`src/rfm_pkg.sv`:
```
// package for the paged register file address map
// assumes one 25 MHz core clock and a synchronous active-high reset
package rfm_pkg;
    // ========================================================
    // program memory map
    localparam int PC_W = 16;
    localparam logic [15:0] ROM_SIZE = 16'hc000;
    localparam logic [15:0] RESET_PC = 16'h0100;
    localparam logic [15:0] VEC_LAST = 16'h00ff;
    // ========================================================
    // register file map
    localparam logic [7:0] ADDR_SET1_LO = 8'hc0;
    localparam logic [7:0] ADDR_SYS_LO = 8'hd0;
    localparam logic [7:0] ADDR_BANK_LO = 8'he0;
    localparam logic [7:0] ADDR_SP_FIRST = 8'hd6;
    localparam logic [7:0] ADDR_SP_SECOND = 8'hd7;
    localparam logic [7:0] ADDR_PAGE_PTR = 8'hdf;
    localparam logic [7:0] RST_SP_FIRST = 8'hc0;
    localparam logic [7:0] RST_SP_SECOND = 8'hc8;
    localparam logic [7:0] RST_PAGE_PTR = 8'h00;
    localparam logic [7:0] SLICE_STEP = 8'h08;
    localparam logic [3:0] WORK_NIBBLE = 4'hc;
    localparam int NUM_PAGES = 8;
    localparam int PAGE_W = 3;
    localparam int PHYS_W = 11;
    // ========================================================
    // addressing-mode qualifier from the instruction decoder
    typedef enum logic [2:0] {
        RFM_MODE_REG = 3'b001,
        RFM_MODE_WORK = 3'b010,
        RFM_MODE_IND = 3'b100
    } rfm_mode_t;
    // target region of a decoded access
    typedef enum logic [5:0] {
        RFM_TGT_PRIME = 6'b000001,
        RFM_TGT_COMMON = 6'b000010,
        RFM_TGT_SYS = 6'b000100,
        RFM_TGT_BANK = 6'b001000,
        RFM_TGT_SET2 = 6'b010000,
        RFM_TGT_NONE = 6'b100000
    } rfm_tgt_t;
endpackage

```
`src/rfm_addr_map.sv`:
```
// address-space logic: program counter map and paged register decode
// assumes the cpu gives a mode qualifier with every register access
// Functional notes
// - 16-bit fetch address, 48K program memory
// - 8-bit register bus carries address, data
// - fetch starts at 0100H after reset
// - vector area 0H-0FFH is ordinary memory
// - 256 physical bytes decode to 320
// - set 1 only via register modes
// - E0H-FFH banked, reset picks bank 0
// - D0H-DFH system, C0H-CFH common area
// - common area only by working addressing
// - set 2 per page via indirect/indexed
// - 00H-BFH prime area on eight pages
// - page pointer at DFH, reset zero
// - display data registers lie in prime area
// - slice is 8 bytes, upper five bits
// - slice pointers at D6H, D7H, loadable
// - reset pointers select C0H and C8H
// - working addressing never reaches set 2
// - combined set loads operand and operand+8
// - bit 3 picks pointer, join bits
// - 8-bit address 1100B nibble means working in register mode
// - register pair even MSB, odd LSB
`timescale 1ns/1ps
`default_nettype none
module rfm_addr_map
    import rfm_pkg::*;
(
    input wire logic clk, // 25 MHz core clock
    input wire logic srst, // synchronous reset, active high
    // program memory side
    input wire logic pc_load, // jump/vector load strobe
    input wire logic [15:0] pc_load_val, // new fetch address
    input wire logic pc_step, // advance fetch address
    output logic [15:0] fetch_addr, // fetch address
    output logic fetch_valid, // fetch inside program memory
    output logic fetch_in_vec, // fetch in vector area
    // register bus side
    input wire logic rb_req, // register access request
    input wire logic rb_we, // 1 write, 0 read
    input wire logic rb_pair, // 16-bit pair access
    input wire logic [2:0] rb_mode, // addressing-mode qualifier
    input wire logic rb_short, // address is 4-bit working form
    input wire logic [7:0] rb_addr, // register address
    input wire logic [7:0] rb_wdata, // write data
    output logic [7:0] rb_rdata, // read data for pointer registers
    output logic rb_hit_ptr, // access served by pointer registers
    // instruction side
    input wire logic bank_zero_select_instr, // select bank 0
    input wire logic bank_one_select_instr, // select bank 1
    input wire logic set_both_slice_pointers, // load both pointers
    input wire logic set_first_slice_pointer, // load first pointer
    input wire logic set_second_slice_pointer, // load second pointer
    input wire logic [7:0] srp_operand, // pointer operand
    // physical decode outputs
    output logic [PHYS_W-1:0] phys_addr, // page, offset physical address
    output logic [PHYS_W-1:0] phys_addr_lo, // second byte of a pair
    output logic [5:0] phys_tgt, // region one-hot
    output logic phys_bank, // bank for E0H-FFH
    output logic phys_err, // illegal mode for address
    output logic phys_valid, // decoded access strobe
    output logic [7:0] slice_pointer_first, // first slice pointer
    output logic [7:0] slice_pointer_second, // second slice pointer
    output logic [7:0] page_select_pointer, // page pointer
    output logic bank_sel // current bank
);
    // ========================================================
    // program counter
    logic [15:0] pc_r;
    always_ff @(posedge clk) begin
        if (srst) begin
            pc_r <= RESET_PC;
        end else if (pc_load) begin
            pc_r <= pc_load_val;
        end else if (pc_step) begin
            pc_r <= pc_r + 16'h0001;
        end
    end
    assign fetch_addr = pc_r;
    assign fetch_valid = (pc_r < ROM_SIZE);
    // vector area fetches like any other program memory
    assign fetch_in_vec = (pc_r <= VEC_LAST);

    // ========================================================
    // bank select
    logic bank_r;
    always_ff @(posedge clk) begin
        if (srst) begin
            bank_r <= 1'b0;
        end else if (bank_one_select_instr) begin
            bank_r <= 1'b1;
        end else if (bank_zero_select_instr) begin
            bank_r <= 1'b0;
        end
    end
    assign bank_sel = bank_r;

    // ========================================================
    // pointer register write decode (register mode only)
    logic set1_reg_wr;
    logic wr_sp1;
    logic wr_sp2;
    logic wr_pp;
    assign set1_reg_wr = rb_req && rb_we && !rb_short && rb_mode == RFM_MODE_REG;
    always_comb begin
        wr_sp1 = 1'b0;
        wr_sp2 = 1'b0;
        wr_pp = 1'b0;
        if (!set1_reg_wr) begin
            wr_sp1 = 1'b0;
        end else if (rb_addr == ADDR_SP_FIRST) begin
            wr_sp1 = 1'b1;
        end else if (rb_addr == ADDR_SP_SECOND) begin
            wr_sp2 = 1'b1;
        end else if (rb_addr == ADDR_PAGE_PTR) begin
            wr_pp = 1'b1;
        end
    end

    // ========================================================
    // slice pointers
    logic [7:0] sp1_r;
    logic [7:0] sp2_r;
    always_ff @(posedge clk) begin
        if (srst) begin
            sp1_r <= RST_SP_FIRST;
        end else if (set_both_slice_pointers || set_first_slice_pointer) begin
            sp1_r <= srp_operand;
        end else if (wr_sp1) begin
            sp1_r <= rb_wdata;
        end
    end
    always_ff @(posedge clk) begin
        if (srst) begin
            sp2_r <= RST_SP_SECOND;
        end else if (set_both_slice_pointers) begin
            sp2_r <= srp_operand + SLICE_STEP;
        end else if (set_second_slice_pointer) begin
            sp2_r <= srp_operand;
        end else if (wr_sp2) begin
            sp2_r <= rb_wdata;
        end
    end
    assign slice_pointer_first = sp1_r;
    assign slice_pointer_second = sp2_r;

    // ========================================================
    // page pointer: low nibble source, high nibble destination
    logic [7:0] pp_r;
    always_ff @(posedge clk) begin
        if (srst) begin
            pp_r <= RST_PAGE_PTR;
        end else if (wr_pp) begin
            pp_r <= rb_wdata;
        end
    end
    assign page_select_pointer = pp_r;

    // ========================================================
    // working address forming
    logic is_work;
    logic [3:0] work_idx;
    logic [7:0] work_addr;
    // 1100B upper nibble in register mode means working reference
    assign is_work = rb_short || (rb_mode == RFM_MODE_WORK) ||
        (rb_mode == RFM_MODE_REG && rb_addr[7:4] == WORK_NIBBLE);
    assign work_idx = rb_short ? rb_addr[3:0] : rb_addr[3:0];
    rfm_work_addr u_work (
        .work_idx(work_idx),
        .sp_first(sp1_r),
        .sp_second(sp2_r),
        .reg_addr(work_addr)
    );

    // ========================================================
    // region decode
    logic [7:0] eff_addr;
    logic [PAGE_W-1:0] page;
    logic [5:0] tgt;
    logic err;
    assign eff_addr = is_work ? work_addr : rb_addr;
    // source page on reads, destination page on writes
    assign page = rb_we ? pp_r[4+PAGE_W-1:4] : pp_r[PAGE_W-1:0];
    always_comb begin
        tgt = RFM_TGT_NONE;
        err = 1'b0;
        if (eff_addr < ADDR_SET1_LO) begin
            tgt = RFM_TGT_PRIME;
        end else if (rb_mode == RFM_MODE_IND && !is_work) begin
            tgt = RFM_TGT_SET2;
        end else if (eff_addr < ADDR_SYS_LO) begin
            // common area refused unless reached by working form
            if (is_work) begin
                tgt = RFM_TGT_COMMON;
            end else begin
                err = 1'b1;
            end
        end else if (eff_addr < ADDR_BANK_LO) begin
            tgt = RFM_TGT_SYS;
        end else begin
            tgt = RFM_TGT_BANK;
        end
    end

    // ========================================================
    // registered decode results on the register bus
    logic [PHYS_W-1:0] phys_r;
    logic [PHYS_W-1:0] phys_lo_r;
    logic [5:0] tgt_r;
    logic bank_o_r;
    logic err_r;
    logic valid_r;
    logic [7:0] rdata_r;
    logic hit_r;
    logic [7:0] ptr_rd;
    logic ptr_hit;
    logic [7:0] pair_lo;
    assign pair_lo = {eff_addr[7:1], 1'b1};
    always_comb begin
        ptr_rd = 8'h00;
        ptr_hit = 1'b0;
        if (tgt != RFM_TGT_SYS) begin
            ptr_hit = 1'b0;
        end else if (eff_addr == ADDR_SP_FIRST) begin
            ptr_rd = sp1_r;
            ptr_hit = 1'b1;
        end else if (eff_addr == ADDR_SP_SECOND) begin
            ptr_rd = sp2_r;
            ptr_hit = 1'b1;
        end else if (eff_addr == ADDR_PAGE_PTR) begin
            ptr_rd = pp_r;
            ptr_hit = 1'b1;
        end
    end
    always_ff @(posedge clk) begin
        if (srst) begin
            phys_r <= '0;
            phys_lo_r <= '0;
            tgt_r <= RFM_TGT_NONE;
            bank_o_r <= 1'b0;
            err_r <= 1'b0;
            valid_r <= 1'b0;
        end else begin
            // even byte of a pair is the high byte
            phys_r <= {page, rb_pair ? {eff_addr[7:1], 1'b0} : eff_addr};
            phys_lo_r <= {page, pair_lo};
            tgt_r <= tgt;
            bank_o_r <= bank_r;
            err_r <= rb_req && err;
            valid_r <= rb_req && !err;
        end
    end
    always_ff @(posedge clk) begin
        if (srst) begin
            rdata_r <= 8'h00;
            hit_r <= 1'b0;
        end else begin
            rdata_r <= (rb_req && !rb_we) ? ptr_rd : 8'h00;
            hit_r <= rb_req && ptr_hit;
        end
    end
    assign phys_addr = phys_r;
    assign phys_addr_lo = phys_lo_r;
    assign phys_tgt = tgt_r;
    assign phys_bank = bank_o_r;
    assign phys_err = err_r;
    assign phys_valid = valid_r;
    assign rb_rdata = rdata_r;
    assign rb_hit_ptr = hit_r;

    // ========================================================
    // checks
    a_reset_pc: assert property (@(posedge clk) $past(srst) |-> pc_r == RESET_PC)
        else $error("fetch does not start at reset address");
    a_reset_ptrs: assert property (@(posedge clk) $past(srst) |->
        sp1_r == RST_SP_FIRST && sp2_r == RST_SP_SECOND && pp_r == RST_PAGE_PTR)
        else $error("pointer reset values wrong");
    a_bank_reset: assert property (@(posedge clk) $past(srst) |-> !bank_r)
        else $error("bank not zero after reset");
    a_srp_both: assert property (@(posedge clk) disable iff (srst)
        set_both_slice_pointers |=> sp2_r == sp1_r + SLICE_STEP)
        else $error("combined pointer load wrong");
    // a same-cycle first-pointer load or bus write may legally move sp1
    a_srp_one: assert property (@(posedge clk) disable iff (srst)
        set_second_slice_pointer && !set_both_slice_pointers && !set_first_slice_pointer && !wr_sp1
        |=> $stable(sp1_r))
        else $error("single load changed other pointer");
    a_common_mode: assert property (@(posedge clk) disable iff (srst)
        rb_req && !is_work && rb_mode == RFM_MODE_REG && rb_addr >= ADDR_SET1_LO &&
        rb_addr < ADDR_SYS_LO |=> phys_err)
        else $error("direct common access not refused");
    a_work_no_set2: assert property (@(posedge clk) disable iff (srst)
        rb_req && is_work |=> tgt_r != RFM_TGT_SET2)
        else $error("working access reached set 2");
    a_page_dir: assert property (@(posedge clk) disable iff (srst)
        rb_req && !rb_we && rb_addr < ADDR_SET1_LO && !is_work |=>
        phys_r[PHYS_W-1:8] == $past(pp_r[PAGE_W-1:0]))
        else $error("read did not use source page");
    a_ind_set2: assert property (@(posedge clk) disable iff (srst)
        rb_req && rb_mode == RFM_MODE_IND && !is_work && rb_addr >= ADDR_SET1_LO |=>
        tgt_r == RFM_TGT_SET2 && valid_r)
        else $error("indirect upper access missed set 2");
    a_pc_step: assert property (@(posedge clk) disable iff (srst)
        pc_step && !pc_load |=> pc_r == $past(pc_r) + 16'h0001)
        else $error("fetch address did not advance");
    a_pc_load: assert property (@(posedge clk) disable iff (srst)
        pc_load |=> pc_r == $past(pc_load_val))
        else $error("fetch address not loaded");
    a_bank_one: assert property (@(posedge clk) disable iff (srst)
        bank_one_select_instr |=> bank_r)
        else $error("bank 1 not selected");
    a_bank_zero: assert property (@(posedge clk) disable iff (srst)
        bank_zero_select_instr && !bank_one_select_instr |=> !bank_r)
        else $error("bank 0 not selected");
    a_pp_write: assert property (@(posedge clk) disable iff (srst)
        wr_pp |=> pp_r == $past(rb_wdata))
        else $error("page pointer write lost");
    a_pair_bytes: assert property (@(posedge clk) disable iff (srst)
        rb_req && rb_pair |=> !phys_r[0] && phys_lo_r[0] && phys_r[7:1] == phys_lo_r[7:1])
        else $error("pair bytes not even then odd");
    a_work_low: assert property (@(posedge clk) disable iff (srst)
        rb_req && is_work && !rb_pair |=> phys_r[2:0] == $past(rb_addr[2:0]))
        else $error("working low bits not kept");
    a_prime_reach: assert property (@(posedge clk) disable iff (srst)
        rb_req && eff_addr < ADDR_SET1_LO |=> tgt_r == RFM_TGT_PRIME && valid_r)
        else $error("prime access not served");
    a_set1_reg: assert property (@(posedge clk) disable iff (srst)
        rb_req && rb_mode == RFM_MODE_REG && rb_addr >= ADDR_SYS_LO |=> valid_r && tgt_r != RFM_TGT_SET2)
        else $error("register mode missed set 1");
    a_ptr_read: assert property (@(posedge clk) disable iff (srst)
        rb_req && !rb_we && !rb_short && rb_mode == RFM_MODE_REG && rb_addr == ADDR_PAGE_PTR
        |=> rb_hit_ptr && rb_rdata == $past(pp_r))
        else $error("page pointer read wrong");
    a_idle_quiet: assert property (@(posedge clk) disable iff (srst)
        !rb_req |=> !phys_valid && !phys_err)
        else $error("decode strobe without request");
    c_set2: cover property (@(posedge clk) valid_r && tgt_r == RFM_TGT_SET2);
    c_bank1: cover property (@(posedge clk) valid_r && tgt_r == RFM_TGT_BANK && phys_bank);
    c_common: cover property (@(posedge clk) valid_r && tgt_r == RFM_TGT_COMMON);
    c_paged: cover property (@(posedge clk) valid_r && phys_r[PHYS_W-1:8] != '0);
endmodule
`default_nettype wire

```
`src/rfm_work_addr.sv`:
```
// working-register address former: slice pointer joined with the low bits
// assumes pointers come from registers on the same clock
`timescale 1ns/1ps
`default_nettype none
module rfm_work_addr
    import rfm_pkg::*;
(
    input wire logic [3:0] work_idx, // 4-bit working address
    input wire logic [7:0] sp_first, // first slice pointer
    input wire logic [7:0] sp_second, // second slice pointer
    output logic [7:0] reg_addr // formed register address
);
    // bit 3 picks the pointer; its upper five bits name the slice
    always_comb begin
        if (work_idx[3]) begin
            reg_addr = {sp_second[7:3], work_idx[2:0]};
        end else begin
            reg_addr = {sp_first[7:3], work_idx[2:0]};
        end
    end
endmodule
`default_nettype wire

```
`config.mk`:
```
export PLATFORM = sky130hd
export DESIGN_NAME = rfm_addr_map
export DESIGN_NICKNAME = d
export VERILOG_FILES = /design/src/rfm_pkg.sv /design/src/rfm_addr_map.sv /design/src/rfm_work_addr.sv
export SDC_FILE = /design/constraint.sdc
export NUM_CORES = 1
export LEC_CHECK = 0
export ABC_AREA = 1
export BUFFER_PORTS_ARGS = -buffer_cell sky130_fd_sc_hd__buf_2
export CAP_MARGIN = 20
export CORE_AREA = 4 4 90 92
export CTS_BUF_LIST = sky130_fd_sc_hd__clkbuf_8 sky130_fd_sc_hd__clkbuf_16
export CTS_CLUSTER_SIZE = 30
export DETAILED_ROUTE_END_ITERATION = 16
export DIE_AREA = 0 0 94 96
export PLACE_DENSITY = 0.82
export SETUP_SLACK_MARGIN = 0.1
export SKIP_LAST_GASP = 1
export SLEW_MARGIN = 20
export SYNTH_ARGS = -nofsm -noshare
export SYNTH_HDL_FRONTEND = slang
export SYNTH_SLANG_ARGS = --single-unit
```
`constraint.sdc`:
```
create_clock -name clk -period 1.69 [get_ports clk]
set_input_delay 0 -clock clk [delete_from_list [all_inputs] [get_ports clk]]
set_output_delay 0 -clock clk [all_outputs]
set_load 0.005 [all_outputs]
```
# After elaboration in Yosys (flattened, before gate mapping)
# Index checks and enable logic that the tools add are counted.
classes:
  n_addsub: 2
  magnitude_cmp: 5
  eq_ne: 11
  n_mux: 38
  bitwise_logic: 1
  reduce_logical: 22
op_table:
  columns: ["op", "n"]
  rows:
  - ["2-to-1 mux 8 bit", 10]
  - ["== test 8 bit (second input constant)", 6]
  - ["2-to-1 mux 16 bit", 2]
  - ["less-than comparator 8 bit (second input constant)", 3]
  - ["2-to-1 mux 6 bit", 4]
  - ["2-to-1 mux 1 bit", 20]
  - ["adder 16 x 1 -> 16 bit (second input constant)", 1]
  - ["less-or-equal comparator 16 x 8 -> 1 bit (second input constant)", 1]
  - ["less-than comparator 16 bit (second input constant)", 1]
  - ["logical AND 1 bit", 9]
  - ["adder 8 x 4 -> 8 bit (second input constant)", 1]
  - ["inequality test 6 x 3 -> 1 bit (second input constant)", 1]
  - ["nonzero test 2 bit", 3]
  - ["== test 4 bit (second input constant)", 1]
  - ["zero test 1 bit", 4]
  - ["2-to-1 mux 4 bit", 1]
  - ["== test 3 x 1 -> 1 bit (second input constant)", 1]
  - ["== test 3 x 2 -> 1 bit (second input constant)", 1]
  - ["== test 3 bit (second input constant)", 1]
  - ["logical OR 1 bit", 3]
  - ["2-to-1 mux 3 bit", 1]
  - ["nonzero test 3 bit", 1]
  - ["OR reduction 3 bit", 1]
  - ["OR reduction 2 bit", 1]
  - ["NOT 1 bit", 1]
totals:
  regBits: 81
  input_bits: 56
  output_inout_bits: 83
  elab_cells: 94

# Longest topological paths before layout
depth:
  ltp_word: 12
  ltp_mapped: 14
  ltp_nobuf: 13

# Cells and area by module
# From an unflattened synthesis, not the netlist that was laid out.
unflattened:
  hier_cells: 512
  area_unflattened_um2: 3694.8
modules_own_cells:
  columns: ["mod", "instances", "cells_per_inst", "area_per_inst_um2", "seq_area_each_um2"]
  rows:
  - ["rfm_addr_map", 1, 493, 3612.2, 1421.4]
  - ["rfm_work_addr", 1, 19, 82.6, 0.0]

# Worst setup path before layout
# No wires, ideal clock.
synth_path:
  path_type: "flip-flop to flip-flop"
  start: "register pc_r[0], in the netlist fetch_addr[0]"
  end: "register pc_r[10], in the netlist fetch_addr[10]"
  setup_ns: 0.127
  t_arrival_ns: 1.309
  required_time_ns: 1.563
  setup_slack_ns: 0.254
  stages_incl_launch_ff: 8
  path_buffers: 0
  period_less_slack_ns: 1.436
  cell_sequence: "dfxtp_1 ha_1 nand3_1 nor3_1 nand2_1 nor3_1 xor2_1 a21oi_1"
synth_between:
  elab_chain_len: 3
synth_lines:
  columns: ["item", "line_no", "rtl"]
  rows:
  - ["start, declared", "rfm_addr_map.sv:70", "logic [15:0] pc_r;"]
  - ["start signal, assigned", "rfm_addr_map.sv:75", "pc_r <= pc_load_val;"]
  - ["start signal, assigned", "rfm_addr_map.sv:77", "pc_r <= pc_r + 16'h0001;"]
  - ["adder 16 x 1 -> 16 bit", "rfm_addr_map.sv:77", null]
  - ["2-to-1 mux 16 bit", "rfm_addr_map.sv:76", "end else if (pc_step) begin"]
  - ["2-to-1 mux 16 bit", "rfm_addr_map.sv:74", "end else if (pc_load) begin"]
# No other way between the ends. The select of a mux whose other input is x is not followed.
# A chain may end at the register's enable or synchronous reset.

# Worst setup path in the final report
# Ends and elaborated chain as after synthesis.

==> results.yml <==
floorplan:
  rows: 31
  ios: 139
  chipWidth_um: 94
  fp.dieArea_um2: 9020
  core_um2: 7210
  start_util_pct: 49.0
  dieHeight_um: 96
timing:
  rsz0062_at_grt: "true"
  fin_crit_sh_pct: 92.1
  setup-tns-final_ps: 0
  max-slew-margin-rel_pct: 70.0
  timing.hold.ws_ps: 10.2
  finalCriticalPeriod_ps: 1560
  fmax_mhz: 643
  setup_viol_count_final: 0
  timing.final.hold_violations: 0
  worst_pin_slew_ps: 449
  fin_skew_ps: 9.76
  drv_slew: 0
grt:
  grt_first_pass_wirelength_um: 17700
  antenna_found_initial: 0
  grt_start_max_net_pins: 26
  grt_pass1_vias: 3867
  grt_usage_pct: 24.9
  grt_overflow: 0
setup_path:
  endpoint: "fetch_addr[10]"
  cp-end-kind: "flop"
  r2r_end: "fetch_addr[10]"
  arrival_ps: 1780
  startpoint_type: "flop"
  worst-r2r-cell-count: 7
  crit_fanout: 5
  crit_required_ps: 1910
  critical_path_class: "reg -> reg"
  rrSetupSlack_ps: 130
  worstReg2RegStart: "fetch_addr[0]"
  cp-startpoint: "fetch_addr[0]"
cells_and_area:
  drive_above_1_share_pct: 33.8
  antenna_cells: 0
  area_growth_pct: 42.4
  final_common_cell: "buf_2"
  finalNetCount: 734
  mostFrequentLayoutCells: "138 x buf_2, 79 x nand2_1, 60 x dfxtp_1"
  final_area_um2: 5030
placement:
  io_buffers: 138
  detailed_place_hpwl_um: 8310
  gp_congestion: 0.908
  place_area_um2: 4270
synthesis:
  yosys.area_share.simple_pct: 28.8
  synth-seq-cells: 71
  synth_nets: 560
  synth.avg_cell_area_um2: 7.04
  synth_compound_area_share_pct: 17.0
  synth_edf_count: 0
  synth-xor-area-share_pct: 2.48
  synth_cells: 502
  synth_adder_area_share_pct: 0.708
  synth_warnings: 0
  synth-main-ff-cell: "dfxtp_1"
  yosysSeqAreaShare_pct: 40.2
  synthArstFlopShare_pct: 0
  yosysUniqueCellTypes: 34
  synthMuxAreaShare_pct: 0
  synth_top_family_by_area: "simple AND/OR/NAND/NOR gates"
  syn-cell-area_um2: 3530
hold_path:
  hp-class: "in -> reg"
  hold-path-cell-count: 3
power:
  p_leak_uw: 0.00248
  ir_worst_vdd_v: 0.000507
  power_density_nw_per_um2: 759
  power_uw: 3820
cts:
  clk_pin_slew_ps: 80
  cts_buffer_depth: 2
  cts_tree: "built"
  cts_max_level: 3
  cts-root-buf: "clkbuf_8"
  cts_sinks: 71
  cts_buffers: 9
  worstSkewPairLatency_ps: 340
detailed_routing:
  num_vias: 4066
  firstDrtPassIters: 5
  drtIter0Drc: 222
  vias_per_cell: 5.22
  drc_errors: 0
  drt_wl_total_um: 11400
  ant_nets: 0
  wl_per_cell_um: 14.6
job:
  max_cap_violations: 0
run_status:
  status: "finished clean"
cell type report:
cell class	count	area, um^2
flip-flops and latches	71	1440
fillers	610	2180
multi-input cells	344	1840
clock buffers	9	124
clock inverters	6	55.1
inverters	57	215
well taps	99	124
repair buffers	193	1230
per-stage QoR:
step	worst slack, ps	util, %	instances
6_report	134	69.7	779
5_1_grt	29.2	69.7	779
4_1_cts	108	67.4	774
3_5_place_dp	71.3	59.2	720
3_3_place_gp	135	59.2	720
2_1_floorplan	254	-	502
repair_timing:
action	CTS	global route
setup endpoints to repair	8	15
resized for setup	3	44
hold buffers	39	0
setup buffers	0	4
endpoints found under the hold margin	43	0
pin swaps	0	18
gates cloned	0	1
per-layer routing:
layer	global-route usage (%)	share of wire (%)	wire length, um	vias to the layer above
li1	-	-	-	1990
met2	44.2	50	5710	219
met4	11.9	2.4	278	0
met1	29.1	39	4500	1832
met3	4.53	8.1	925	25
met5	0	0	0	-
state kept, by name (all words and copies together), names as in the netlist, 6 cells and up:
register,count
rb_rdata,8
fetch_addr,16
slice_pointer_second,8
phys_addr,11
slice_pointer_first,8
page_select_pointer,8
phys_tgt,6
logic make-up (layout without fill, tap and decap cells):
| group | count (synthesis) | in the layout |
|---|---|---|
| compound gates | 110 | 110 |
| xor+xnor | 10 | 10 |
| fa+ha+maj | 2 | 2 |
| buf+inv | 87 | 265 |
| flops | 71 | 71 |
| simple gates | 222 | 222 |
report_power, final:
group          total [uW]  internal, uW  switching [uW]
clock network        1270           658             612
logic                 710           320             391
registers            1840          1760            73.8
total                3820          2740            1080
synth_stat cells (2+ instances only):
master | count | area share [%]
a31oi_1 | 15 | 2.7
nand3_2 | 3 | 0.85
inv_2 | 3 | 0.32
o21ai_0 | 56 | 7.9
inv_1 | 53 | 5.6
o211ai_1 | 7 | 1.5
nand4_1 | 4 | 0.71
xor2_1 | 7 | 1.7
nand3_1 | 35 | 5.0
nand2_4 | 3 | 0.96
xnor2_1 | 3 | 0.74
nand2_1 | 81 | 8.6
dfxtp_1 | 71 | 40
buf_2 | 5 | 0.71
nor2_1 | 64 | 6.8
buf_4 | 10 | 2.1
nor3_1 | 13 | 1.8
a21oi_1 | 28 | 4.0
nor2_2 | 3 | 0.53
nand2_2 | 10 | 1.8
ha_1 | 2 | 0.71
clkbuf_1 | 14 | 1.5
worst min-delay path by stage:
stage	start	end	slack, ps
after floorplan	rb_pair	phys_addr[0]	70
after global placement	rb_pair	phys_addr[0]	160
after detailed placement	rb_pair	phys_addr[0]	160
after CTS	pc_load_val[15]	fetch_addr[15]	0.4
after global routing	pc_load_val[15]	fetch_addr[15]	10
final	pc_load_val[15]	fetch_addr[15]	10
worst max-delay path, stage by stage, from the launching register on:
cell,delay [ps]
dfxtp_4,370
ha_2,200
nand3_2,130
nor3_2,220
nand2_1,110
nor3_2,150
xor2_1,170
a21oi_1,80
Power figures use the tool's default switching activity.
